### config.mk
export PLATFORM = sky130hd
export DESIGN_NAME = bcm_core
export DESIGN_NICKNAME = d
export VERILOG_FILES = /design/src/verilog/bcm_pkg.sv /design/src/verilog/bcm_dmem.sv /design/src/verilog/bcm_core.sv
export SDC_FILE = /design/constraint.sdc
export NUM_CORES = 2
export LEC_CHECK = 0
export BUFFER_PORTS_ARGS = -buffer_cell sky130_fd_sc_hd__buf_4
export CAP_MARGIN = 20
export CORE_MARGIN = 5
export CORE_UTILIZATION = 50
export DETAILED_ROUTE_END_ITERATION = 10
export PLACE_DENSITY = 0.63
export SLEW_MARGIN = 5
export SYNTH_ARGS = -nofsm -noshare
export SYNTH_HDL_FRONTEND = slang
export SYNTH_SLANG_ARGS = --single-unit
### constraint.sdc
create_clock -name sys_clk -period 18 [get_ports sys_clk]
set_input_delay 2.7 -clock sys_clk [delete_from_list [all_inputs] [get_ports sys_clk]]
set_output_delay 2.7 -clock sys_clk [all_outputs]
set_load 0.05 [all_outputs]
### src/verilog/bcm_pkg.sv
// Behaviour
// - Opcode 50h branches relative when carry is clear
// - Branches advance counter by two, then add offset
// - Opcode 70h branches when accumulator is non-zero
// - Opcode 60h branches when accumulator is zero
// - Far call: advance three, push low, high, load target
// - Far jump loads 16-bit target, stack untouched
// - Immediate byte stored at address held in R0/R1
// - Accumulator stored at address held in R0/R1
// - Direct byte copied to address held in R0/R1
// - Opcode 74h loads immediate byte into accumulator
// - Accumulator loaded from address held in R0/R1
// - Accumulator loaded from work register 0 to 7
// - Opcode E5h loads accumulator from direct address
package bcm_pkg;

  // Opcodes and opcode prefixes
  localparam logic [7:0] OP_BR_NO_CARRY = 8'h50;
  localparam logic [7:0] OP_BR_ACC_NZ   = 8'h70;
  localparam logic [7:0] OP_BR_ACC_Z    = 8'h60;
  localparam logic [7:0] OP_FAR_CALL    = 8'h12;
  localparam logic [7:0] OP_FAR_JUMP    = 8'h02;
  localparam logic [6:0] OP_IND_IMM     = 7'h3b;
  localparam logic [6:0] OP_IND_ACC     = 7'h7b;
  localparam logic [6:0] OP_IND_DIR     = 7'h53;
  localparam logic [7:0] OP_ACC_IMM     = 8'h74;
  localparam logic [6:0] OP_ACC_IND     = 7'h73;
  localparam logic [4:0] OP_ACC_REG     = 5'h1d;
  localparam logic [7:0] OP_ACC_DIR     = 8'he5;

  // Reset values
  localparam logic [15:0] PC_RST  = 16'h0000;
  localparam logic [7:0]  SP_RST  = 8'h07;
  localparam logic [7:0]  ACC_RST = 8'h00;

  // Instruction lengths and machine cycle counts
  localparam logic [1:0] LEN_ONE   = 2'h1;
  localparam logic [1:0] LEN_TWO   = 2'h2;
  localparam logic [1:0] LEN_THREE = 2'h3;
  localparam logic [1:0] MC_ONE    = 2'h1;
  localparam logic [1:0] MC_TWO    = 2'h2;

  // Sequencer states, one-hot
  typedef enum logic [8:0] {
    S_FETCH = 9'h001,
    S_DEC   = 9'h002,
    S_OPA   = 9'h004,
    S_OPB   = 9'h008,
    S_EXEC  = 9'h010,
    S_RD    = 9'h020,
    S_RW    = 9'h040,
    S_WR    = 9'h080,
    S_PUSHL = 9'h100
  } bcm_state_t;

  // Instruction classes
  typedef enum logic [3:0] {
    CL_NONE, CL_BRANCH, CL_CALL, CL_JUMP, CL_IND_IMM, CL_IND_ACC,
    CL_IND_DIR, CL_ACC_IMM, CL_ACC_IND, CL_ACC_REG, CL_ACC_DIR
  } bcm_class_t;

  // Program memory request
  typedef struct packed {
    logic        rd;
    logic [15:0] addr;
  } bcm_code_req_t;

  // Data memory request
  typedef struct packed {
    logic       we;
    logic [7:0] addr;
    logic [7:0] wdata;
  } bcm_ram_req_t;

  // Retirement report
  typedef struct packed {
    logic       valid;
    logic [1:0] mcycles;
    logic [7:0] opcode;
  } bcm_retire_t;

endpackage

### src/verilog/bcm_dmem.sv
`timescale 1ns/1ps
// Internal data memory, 256 bytes, registered read
module bcm_dmem (
  input  wire logic               sys_clk,
  input  wire logic               resetn,
  input  wire bcm_pkg::bcm_ram_req_t req,
  output logic [7:0]              rdata
);

  logic [7:0] mem [256];  // Array has no reset, contents are software's

  // Write port
  always_ff @(posedge sys_clk) begin
    if (req.we) begin
      mem[req.addr] <= req.wdata;
    end
  end

  // Read data register; old data on a write to the same byte
  always_ff @(posedge sys_clk or negedge resetn) begin
    if (!resetn) begin
      rdata <= 8'h00;
    end else begin
      rdata <= mem[req.addr];
    end
  end

endmodule

### src/verilog/bcm_core.sv
`timescale 1ns/1ps
// Branch, call, jump and byte-move sequencer
module bcm_core (
  input  wire logic                   sys_clk,
  input  wire logic                   resetn,
  output bcm_pkg::bcm_code_req_t      code_req,
  input  wire logic [7:0]             code_rdata,
  input  wire logic                   carry_flag,
  input  wire logic [1:0]             reg_bank,
  output logic [7:0]                  acc,
  output logic [15:0]                 pc,
  output logic [7:0]                  sp,
  output bcm_pkg::bcm_retire_t        retire
);

  bcm_pkg::bcm_state_t   state_r;     // Sequencer state
  bcm_pkg::bcm_class_t   cls_r;       // Class of current instruction
  logic [7:0]            op_r;        // Opcode
  logic [1:0]            len_r;       // Byte count
  logic [1:0]            mc_r;        // Machine cycles to report
  logic [7:0]            b1_r;        // First operand byte
  logic [7:0]            b2_r;        // Second operand byte
  logic [7:0]            ra_r;        // Data memory address
  logic [7:0]            wd_r;        // Data memory write byte
  logic                  ph_r;        // Second pass of a two-read move
  logic [15:0]           pc_r;
  logic [7:0]            sp_r;
  logic [7:0]            acc_r;
  logic [15:0]           ipc_r;       // Address of current opcode
  bcm_pkg::bcm_retire_t  retire_r;
  bcm_pkg::bcm_ram_req_t ram_req;
  logic [7:0]            ram_rdata;

  // Opcode decode, from the byte arriving in S_DEC
  wire d_br   = code_rdata == bcm_pkg::OP_BR_NO_CARRY ||
                code_rdata == bcm_pkg::OP_BR_ACC_NZ ||
                code_rdata == bcm_pkg::OP_BR_ACC_Z;
  wire d_call = code_rdata == bcm_pkg::OP_FAR_CALL;
  wire d_jmp  = code_rdata == bcm_pkg::OP_FAR_JUMP;
  wire d_iimm = code_rdata[7:1] == bcm_pkg::OP_IND_IMM;
  wire d_iacc = code_rdata[7:1] == bcm_pkg::OP_IND_ACC;
  wire d_idir = code_rdata[7:1] == bcm_pkg::OP_IND_DIR;
  wire d_aimm = code_rdata == bcm_pkg::OP_ACC_IMM;
  wire d_aind = code_rdata[7:1] == bcm_pkg::OP_ACC_IND;
  wire d_areg = code_rdata[7:3] == bcm_pkg::OP_ACC_REG;
  wire d_adir = code_rdata == bcm_pkg::OP_ACC_DIR;

  bcm_pkg::bcm_class_t dec_cls;
  assign dec_cls = d_br   ? bcm_pkg::CL_BRANCH  :
                   d_call ? bcm_pkg::CL_CALL    :
                   d_jmp  ? bcm_pkg::CL_JUMP    :
                   d_iimm ? bcm_pkg::CL_IND_IMM :
                   d_iacc ? bcm_pkg::CL_IND_ACC :
                   d_idir ? bcm_pkg::CL_IND_DIR :
                   d_aimm ? bcm_pkg::CL_ACC_IMM :
                   d_aind ? bcm_pkg::CL_ACC_IND :
                   d_areg ? bcm_pkg::CL_ACC_REG :
                   d_adir ? bcm_pkg::CL_ACC_DIR : bcm_pkg::CL_NONE;

  // Length: far transfers three bytes, immediates and directs two
  wire [1:0] dec_len = (d_call || d_jmp) ? bcm_pkg::LEN_THREE :
                       (d_br || d_iimm || d_idir || d_aimm || d_adir) ?
                       bcm_pkg::LEN_TWO : bcm_pkg::LEN_ONE;
  wire [1:0] dec_mc  = (d_br || d_call || d_jmp || d_idir) ?
                       bcm_pkg::MC_TWO : bcm_pkg::MC_ONE;

  // Branch condition and signed target
  wire        acc_zero = acc_r == 8'h00;
  wire        br_take  = (op_r == bcm_pkg::OP_BR_NO_CARRY && !carry_flag) ||
                         (op_r == bcm_pkg::OP_BR_ACC_NZ && !acc_zero) ||
                         (op_r == bcm_pkg::OP_BR_ACC_Z && acc_zero);
  wire [15:0] br_tgt   = pc_r + {{8{b1_r[7]}}, b1_r};
  wire [15:0] far_tgt  = {b1_r, b2_r};
  wire [7:0]  ri_addr  = {3'h0, reg_bank, 2'h0, op_r[0]};  // R0 or R1 pointer
  wire [7:0]  rn_addr  = {3'h0, reg_bank, op_r[2:0]};      // R0..R7
  wire        more_a   = len_r != bcm_pkg::LEN_ONE;
  wire        more_b   = len_r == bcm_pkg::LEN_THREE;
  wire [7:0]  sp_inc   = sp_r + 8'h01;

  // Program memory: counter is the address, advanced on every byte read
  assign code_req.addr = pc_r;
  assign code_req.rd   = state_r == bcm_pkg::S_FETCH ||
                         (state_r == bcm_pkg::S_DEC && dec_len != bcm_pkg::LEN_ONE) ||
                         (state_r == bcm_pkg::S_OPA && more_b);

  // Data memory port: pushes and indirect stores write, all else reads
  assign ram_req.we    = state_r == bcm_pkg::S_WR || state_r == bcm_pkg::S_PUSHL ||
                         (state_r == bcm_pkg::S_RD && ph_r && cls_r == bcm_pkg::CL_CALL);
  assign ram_req.addr  = (state_r == bcm_pkg::S_PUSHL || cls_r == bcm_pkg::CL_CALL) ?
                         sp_inc : ra_r;
  assign ram_req.wdata = (cls_r == bcm_pkg::CL_CALL) ?
                         (ph_r ? pc_r[15:8] : pc_r[7:0]) : wd_r;

  bcm_dmem u_dmem (
    .sys_clk (sys_clk),
    .resetn  (resetn),
    .req     (ram_req),
    .rdata   (ram_rdata)
  );

  wire finish = (state_r == bcm_pkg::S_EXEC &&
                 (cls_r == bcm_pkg::CL_BRANCH || cls_r == bcm_pkg::CL_JUMP ||
                  cls_r == bcm_pkg::CL_ACC_IMM || cls_r == bcm_pkg::CL_NONE)) ||
                (state_r == bcm_pkg::S_RW &&
                 (cls_r == bcm_pkg::CL_ACC_REG || cls_r == bcm_pkg::CL_ACC_DIR ||
                  (cls_r == bcm_pkg::CL_ACC_IND && ph_r))) ||
                state_r == bcm_pkg::S_WR ||
                (state_r == bcm_pkg::S_RD && cls_r == bcm_pkg::CL_CALL);

  // Sequencer; call reuses S_RD with ph_r set as its high-byte push
  always_ff @(posedge sys_clk or negedge resetn) begin
    if (!resetn) begin
      state_r <= bcm_pkg::S_FETCH;
      cls_r   <= bcm_pkg::CL_NONE;
      op_r    <= 8'h00;
      len_r   <= bcm_pkg::LEN_ONE;
      mc_r    <= bcm_pkg::MC_ONE;
      b1_r    <= 8'h00;
      b2_r    <= 8'h00;
      ra_r    <= 8'h00;
      wd_r    <= 8'h00;
      ph_r    <= 1'b0;
      pc_r    <= bcm_pkg::PC_RST;
      sp_r    <= bcm_pkg::SP_RST;
      acc_r   <= bcm_pkg::ACC_RST;
      ipc_r   <= bcm_pkg::PC_RST;
    end else begin
      unique case (state_r)
        bcm_pkg::S_FETCH: begin
          ipc_r   <= pc_r;
          pc_r    <= pc_r + 16'h0001;
          ph_r    <= 1'b0;
          state_r <= bcm_pkg::S_DEC;
        end
        bcm_pkg::S_DEC: begin
          op_r  <= code_rdata;
          cls_r <= dec_cls;
          len_r <= dec_len;
          mc_r  <= dec_mc;
          if (dec_len != bcm_pkg::LEN_ONE) begin
            pc_r    <= pc_r + 16'h0001;
            state_r <= bcm_pkg::S_OPA;
          end else begin
            state_r <= bcm_pkg::S_EXEC;
          end
        end
        bcm_pkg::S_OPA: begin
          b1_r <= code_rdata;
          if (more_b) begin
            pc_r    <= pc_r + 16'h0001;
            state_r <= bcm_pkg::S_OPB;
          end else begin
            state_r <= bcm_pkg::S_EXEC;
          end
        end
        bcm_pkg::S_OPB: begin
          b2_r    <= code_rdata;
          state_r <= bcm_pkg::S_EXEC;
        end
        bcm_pkg::S_EXEC: begin
          state_r <= bcm_pkg::S_RD;
          ra_r    <= rn_addr;
          unique case (cls_r)
            bcm_pkg::CL_BRANCH: begin
              if (br_take) begin
                pc_r <= br_tgt;
              end
              state_r <= bcm_pkg::S_FETCH;
            end
            bcm_pkg::CL_JUMP: begin
              pc_r    <= far_tgt;
              state_r <= bcm_pkg::S_FETCH;
            end
            bcm_pkg::CL_ACC_IMM: begin
              acc_r   <= b1_r;
              state_r <= bcm_pkg::S_FETCH;
            end
            bcm_pkg::CL_CALL: state_r <= bcm_pkg::S_PUSHL;
            bcm_pkg::CL_IND_IMM, bcm_pkg::CL_IND_ACC, bcm_pkg::CL_ACC_IND: begin
              ra_r <= ri_addr;
            end
            bcm_pkg::CL_IND_DIR, bcm_pkg::CL_ACC_DIR: ra_r <= b1_r;
            bcm_pkg::CL_ACC_REG: ra_r <= rn_addr;
            default: state_r <= bcm_pkg::S_FETCH;  // Opcodes outside this block
          endcase
        end
        bcm_pkg::S_PUSHL: begin
          sp_r    <= sp_inc;
          ph_r    <= 1'b1;
          state_r <= bcm_pkg::S_RD;
        end
        bcm_pkg::S_RD: begin
          if (cls_r == bcm_pkg::CL_CALL) begin
            sp_r    <= sp_inc;
            pc_r    <= far_tgt;
            state_r <= bcm_pkg::S_FETCH;
          end else begin
            state_r <= bcm_pkg::S_RW;
          end
        end
        bcm_pkg::S_RW: begin
          state_r <= bcm_pkg::S_WR;
          ra_r    <= ram_rdata;  // Pointer read from R0/R1
          unique case (cls_r)
            bcm_pkg::CL_IND_IMM: wd_r <= b1_r;
            bcm_pkg::CL_IND_ACC: wd_r <= acc_r;
            bcm_pkg::CL_IND_DIR: begin
              if (!ph_r) begin
                wd_r    <= ram_rdata;
                ra_r    <= ri_addr;
                ph_r    <= 1'b1;
                state_r <= bcm_pkg::S_RD;
              end
            end
            bcm_pkg::CL_ACC_IND: begin
              if (ph_r) begin
                acc_r   <= ram_rdata;
                state_r <= bcm_pkg::S_FETCH;
              end else begin
                ph_r    <= 1'b1;
                state_r <= bcm_pkg::S_RD;
              end
            end
            default: begin
              acc_r   <= ram_rdata;
              state_r <= bcm_pkg::S_FETCH;
            end
          endcase
        end
        bcm_pkg::S_WR: state_r <= bcm_pkg::S_FETCH;
        default: state_r <= bcm_pkg::S_FETCH;  // Illegal one-hot code
      endcase
    end
  end

  // Retirement pulse, one clock after the last step
  always_ff @(posedge sys_clk or negedge resetn) begin
    if (!resetn) begin
      retire_r <= '0;
    end else begin
      retire_r.valid   <= finish;
      retire_r.mcycles <= mc_r;
      retire_r.opcode  <= op_r;
    end
  end

  assign acc    = acc_r;
  assign pc     = pc_r;
  assign sp     = sp_r;
  assign retire = retire_r;

  // Checks
  wire in_exec = state_r == bcm_pkg::S_EXEC;
  wire ex_br   = in_exec && cls_r == bcm_pkg::CL_BRANCH;

  property p_no_carry_br;
    @(posedge sys_clk) disable iff (!resetn)
    ex_br && op_r == bcm_pkg::OP_BR_NO_CARRY && carry_flag |=>
      pc_r == ipc_r + 16'h0002;
  endproperty
  a_no_carry_br: assert property (p_no_carry_br) else $error("branch taken with carry");

  property p_br_len;
    @(posedge sys_clk) disable iff (!resetn)
    ex_br |-> pc_r == ipc_r + 16'h0002;
  endproperty
  a_br_len: assert property (p_br_len) else $error("branch counter not advanced by 2");

  property p_nz_take;
    @(posedge sys_clk) disable iff (!resetn)
    ex_br && op_r == bcm_pkg::OP_BR_ACC_NZ && acc_r != 8'h00 |=>
      pc_r == $past(pc_r) + {{8{$past(b1_r[7])}}, $past(b1_r)};
  endproperty
  a_nz_take: assert property (p_nz_take) else $error("nonzero branch wrong target");

  property p_z_skip;
    @(posedge sys_clk) disable iff (!resetn)
    ex_br && op_r == bcm_pkg::OP_BR_ACC_Z && acc_r != 8'h00 |=> $stable(pc_r);
  endproperty
  a_z_skip: assert property (p_z_skip) else $error("zero branch taken on nonzero");

  property p_call_push;
    @(posedge sys_clk) disable iff (!resetn)
    in_exec && cls_r == bcm_pkg::CL_CALL |=> ##2
      (pc_r == far_tgt && sp_r == $past(sp_r, 3) + 8'h02);
  endproperty
  a_call_push: assert property (p_call_push) else $error("call push or target wrong");

  property p_jump;
    @(posedge sys_clk) disable iff (!resetn)
    in_exec && cls_r == bcm_pkg::CL_JUMP |=> pc_r == far_tgt && $stable(sp_r);
  endproperty
  a_jump: assert property (p_jump) else $error("jump target or stack wrong");

  property p_ind_imm;
    @(posedge sys_clk) disable iff (!resetn)
    state_r == bcm_pkg::S_WR && cls_r == bcm_pkg::CL_IND_IMM |->
      ram_req.we && ram_req.wdata == b1_r;
  endproperty
  a_ind_imm: assert property (p_ind_imm) else $error("indirect immediate store wrong");

  property p_ind_acc;
    @(posedge sys_clk) disable iff (!resetn)
    state_r == bcm_pkg::S_WR && cls_r == bcm_pkg::CL_IND_ACC |->
      ram_req.wdata == acc_r && ram_req.addr == $past(ram_rdata);
  endproperty
  a_ind_acc: assert property (p_ind_acc) else $error("indirect acc store wrong");

  property p_acc_imm;
    @(posedge sys_clk) disable iff (!resetn)
    in_exec && cls_r == bcm_pkg::CL_ACC_IMM |=> acc_r == $past(b1_r);
  endproperty
  a_acc_imm: assert property (p_acc_imm) else $error("immediate acc load wrong");

  c_call: cover property (@(posedge sys_clk) in_exec && cls_r == bcm_pkg::CL_CALL);
  c_br_taken: cover property (@(posedge sys_clk) ex_br && br_take);
  c_ind_dir: cover property (@(posedge sys_clk)
    state_r == bcm_pkg::S_WR && cls_r == bcm_pkg::CL_IND_DIR);

endmodule

==> impl_metrics.ini <==
[synth]
ys_seq_area_frac = 0.727
synth_nets = 6448
ys_dominant_reg_cell = edfxtp_1
yosys.area.top_type = edfxtp_1
synth_top_area_share = 0.696
ys_ff_latch = 2157
syn_area_mm2 = 0.0883
synth-async-reset-ratio = 0.0505
synth.area.top_cells = edfxtp_1 (70%), mux2i_1 (4.7%), nand2_1 (4.5%)
ys_warn_count = 0
synthCells = 6417
synth_edf_count = 2048
syn_area_per_cell_um2 = 13.8
ys_types = 83

[worst_setup_path]
cp_slowest_cell = nor4_1
crit_required_ns = 15.30
r2r_slack_ns = 11.07
r2r_cells = 16
endpoint_kind = output pin
start_kind = input port
path_max_fanout = 6
timing.rr.end = u_dmem.rdata[6]
critPathBufInv = 2
cp_top_family = simple AND/OR/NAND/NOR gates
worstPathArrival_ns = 4.50
path_cells = buf_4, or3_1, nor4_1, nor2_1, a21oi_1, or3_1, buf_4
path_class = in -> out
cp_slowest_stage_delay_ns = 0.56
reg2reg_from = cls_r[0]

[place]
gp_congestion = 0.874
portBuffers = 72
place_hpwl_um = 145000
post-place-ws_ns = 10.80

[timing]
worst_slew_pin_slew_ns = 1.19
whs_ns = 0.404
fin_crit_ns = 7.20
skew_ns = 0.0468
final.setup.tns_ns = 0
finalHoldViolCount = 0
post-route-period-util = 0.400
slew_headroom = 0.188
drv_slew = 0
setup_violations = 0
clock.fmax_ghz = 0.139
fin_ws_ns = 10.80
rsz0062_at_grt = false

[grt]
use_met3 = 0.0565
antenna_found_initial = 4
met1_usage = 0.372
grt.overflow.total = 0
grt_max_degree = 184
grtUsageMet2 = 0.394
grt_pass1_wl_um = 357000
grt.total_usage = 0.258
grt-busiest-layer = met2
grt_pass1_vias = 51700

[floorplanning]
rows = 154
fp.dieW_um = 430
die_y_um = 430
io_pins = 73
core-area_mm2 = 0.176
die_area_mm2 = 0.185
start_util = 0.502

[clocking]
clk_latency_ns = 0.87
cts-resized-gates = 0
ctsHtreeMaxLevel = 4
cts.sinks = 2157
cts_buffer_depth = 3
cts.clk_slew.worst_paths_ns = 0.06
cts_root_buf = clkbuf_16
cts_tree = built
hold_buffers = 0
numCtsBuffers = 212
cts_setup_buffers = 0

[power_and_ir_drop]
total_power_uw = 15300
leakagePower_uw = 0.0335
peakVddDrop_mv = 0.127
p_per_area_mw_per_mm2 = 157

[routing]
via_per_inst = 6.25
firstDrtPassIters = 7
routedWlPerCell_um = 27.7
drtIter0Drc = 7315
num_vias = 55600
wirelength_um = 246000
drc = 0
ant_nets = 0

[flow_run]
cap_violations = 0

[cells_and_area]
multi_input_area_mm2 = 0.0218
finalNetCount = 6409
area_delta_synth_final_pct = 10.8
regArea_mm2 = 0.0642
drive_above_1_share = 0.0877
nFillCells = 14000
final_util = 0.556

[min_path]
min_from = mc_r[0]
whs_path_depth = 0
hold_path.class = reg -> reg
hold_end = retire[8]

[outcome]
status = complete, no violations
==> cells in the final DEF, fill, tap and decap left out, drive strengths merged, types with 25 or more instances in the layout <==
master,count
nand3,318
mux2i,412
a32oi,44
nand2,1064
nor3,37
buf,198
a221oi,150
dfrtp,103
mux2,28
a22oi,84
nor2,365
o21ai,75
a211oi,197
clkinv,98
a31oi,166
edfxtp,2048
inv,113
clkbuf,271
nor4,25
a21oi,437
nand4,48
==> synth_stat cells, types with 4 or more instances <==
master	n
o22ai_1	4
nand3b_1	7
nor2b_1	21
a32oi_1	44
a22oi_1	84
dfrtp_1	103
a222oi_1	4
ha_1	17
a21oi_1	435
a21o_1	8
and2_1	4
o21ai_0	74
nor3_1	37
inv_1	107
xnor2_1	21
a211oi_1	197
edfxtp_1	2048
nand2b_1	16
a311oi_1	7
nand2_1	1064
mux2i_1	411
o211ai_1	18
nor4_1	24
a22o_1	13
buf_2	184
nand3_1	315
and3_1	7
buf_1	52
clkbuf_1	175
or3_1	12
nor2_1	363
a2111oi_0	8
a221oi_1	150
o2111ai_1	19
buf_4	38
buf_6	4
nand4_1	47
a31oi_1	166
xor2_1	10
mux2_2	28
dfstp_2	6
o221ai_1	9
==> per-stage QoR <==
| stage | cell area (um^2) | std cells |
|---|---|---|
| 2_1_floorplan | 88300 | 6417 |
| 3_3_place_gp | 90900 | 8492 |
| 3_5_place_dp | 90900 | 8495 |
| 4_1_cts | 97700 | 8886 |
| 5_1_grt | 97900 | 8896 |
| 6_report | 97900 | 8897 |
==> worst max path at each step <==
| stage | cells after the start | start | slack (ns) | to |
|---|---|---|---|---|
| detailed placement | 7 | code_rdata[2] | 10.80 | code_req[16] |
| finish | 7 | code_rdata[2] | 10.80 | code_req[16] |
| floorplan | 5 | cls_r[2] | 4.36 | u_dmem.mem[0][6] |
| global route | 7 | code_rdata[2] | 10.66 | code_req[16] |
| global placement | 7 | code_rdata[2] | 10.77 | code_req[16] |
| CTS | 7 | code_rdata[2] | 10.81 | code_req[16] |
==> cell type report <==
class | count | share of cell area
well taps | 2340 | 0.0299
multi-input cells | 3700 | 0.223
clock buffers | 270 | 0.0579
diodes | 2 | 0.0000511
inverters | 107 | 0.00410
flip-flops and latches | 2157 | 0.656
repair buffers | 200 | 0.0174
clock inverters | 121 | 0.0116
==> flip-flops by register name (all words and copies together) (netlist names), 9 cells and up <==
register,cells
pc,16
state_r,9
u_dmem.mem,2048
retire,11
==> routing by layer <==
| layer | vias up | routed length [um] | share of wire |
|---|---|---|---|
| met1 | 28100 | 101000 | 0.41 |
| li1 | 24300 | - | - |
| met4 | 4 | 8310 | 0.034 |
| met5 | - | 69 | 0.00028 |
| met3 | 443 | 24200 | 0.098 |
| met2 | 2784 | 112000 | 0.46 |
==> logic make-up after synthesis <==
family,Yosys count,synth area share
buffers and inverters,560,0.0284
and+or+nand+nor,1939,0.0928
muxes,440,0.0503
xor gates and xnor gates,31,0.00307
adders and majority gates,18,0.00263
AOI/OAI and AO/OA,1272,0.0958
DFF,2157,0.727
==> where the power goes <==
part	internal, uW	switching (uW)
logic	1390	3730
registers	5740	154
clock network	2420	1910
total	9550	5790
Power figures use the tool's default switching activity.
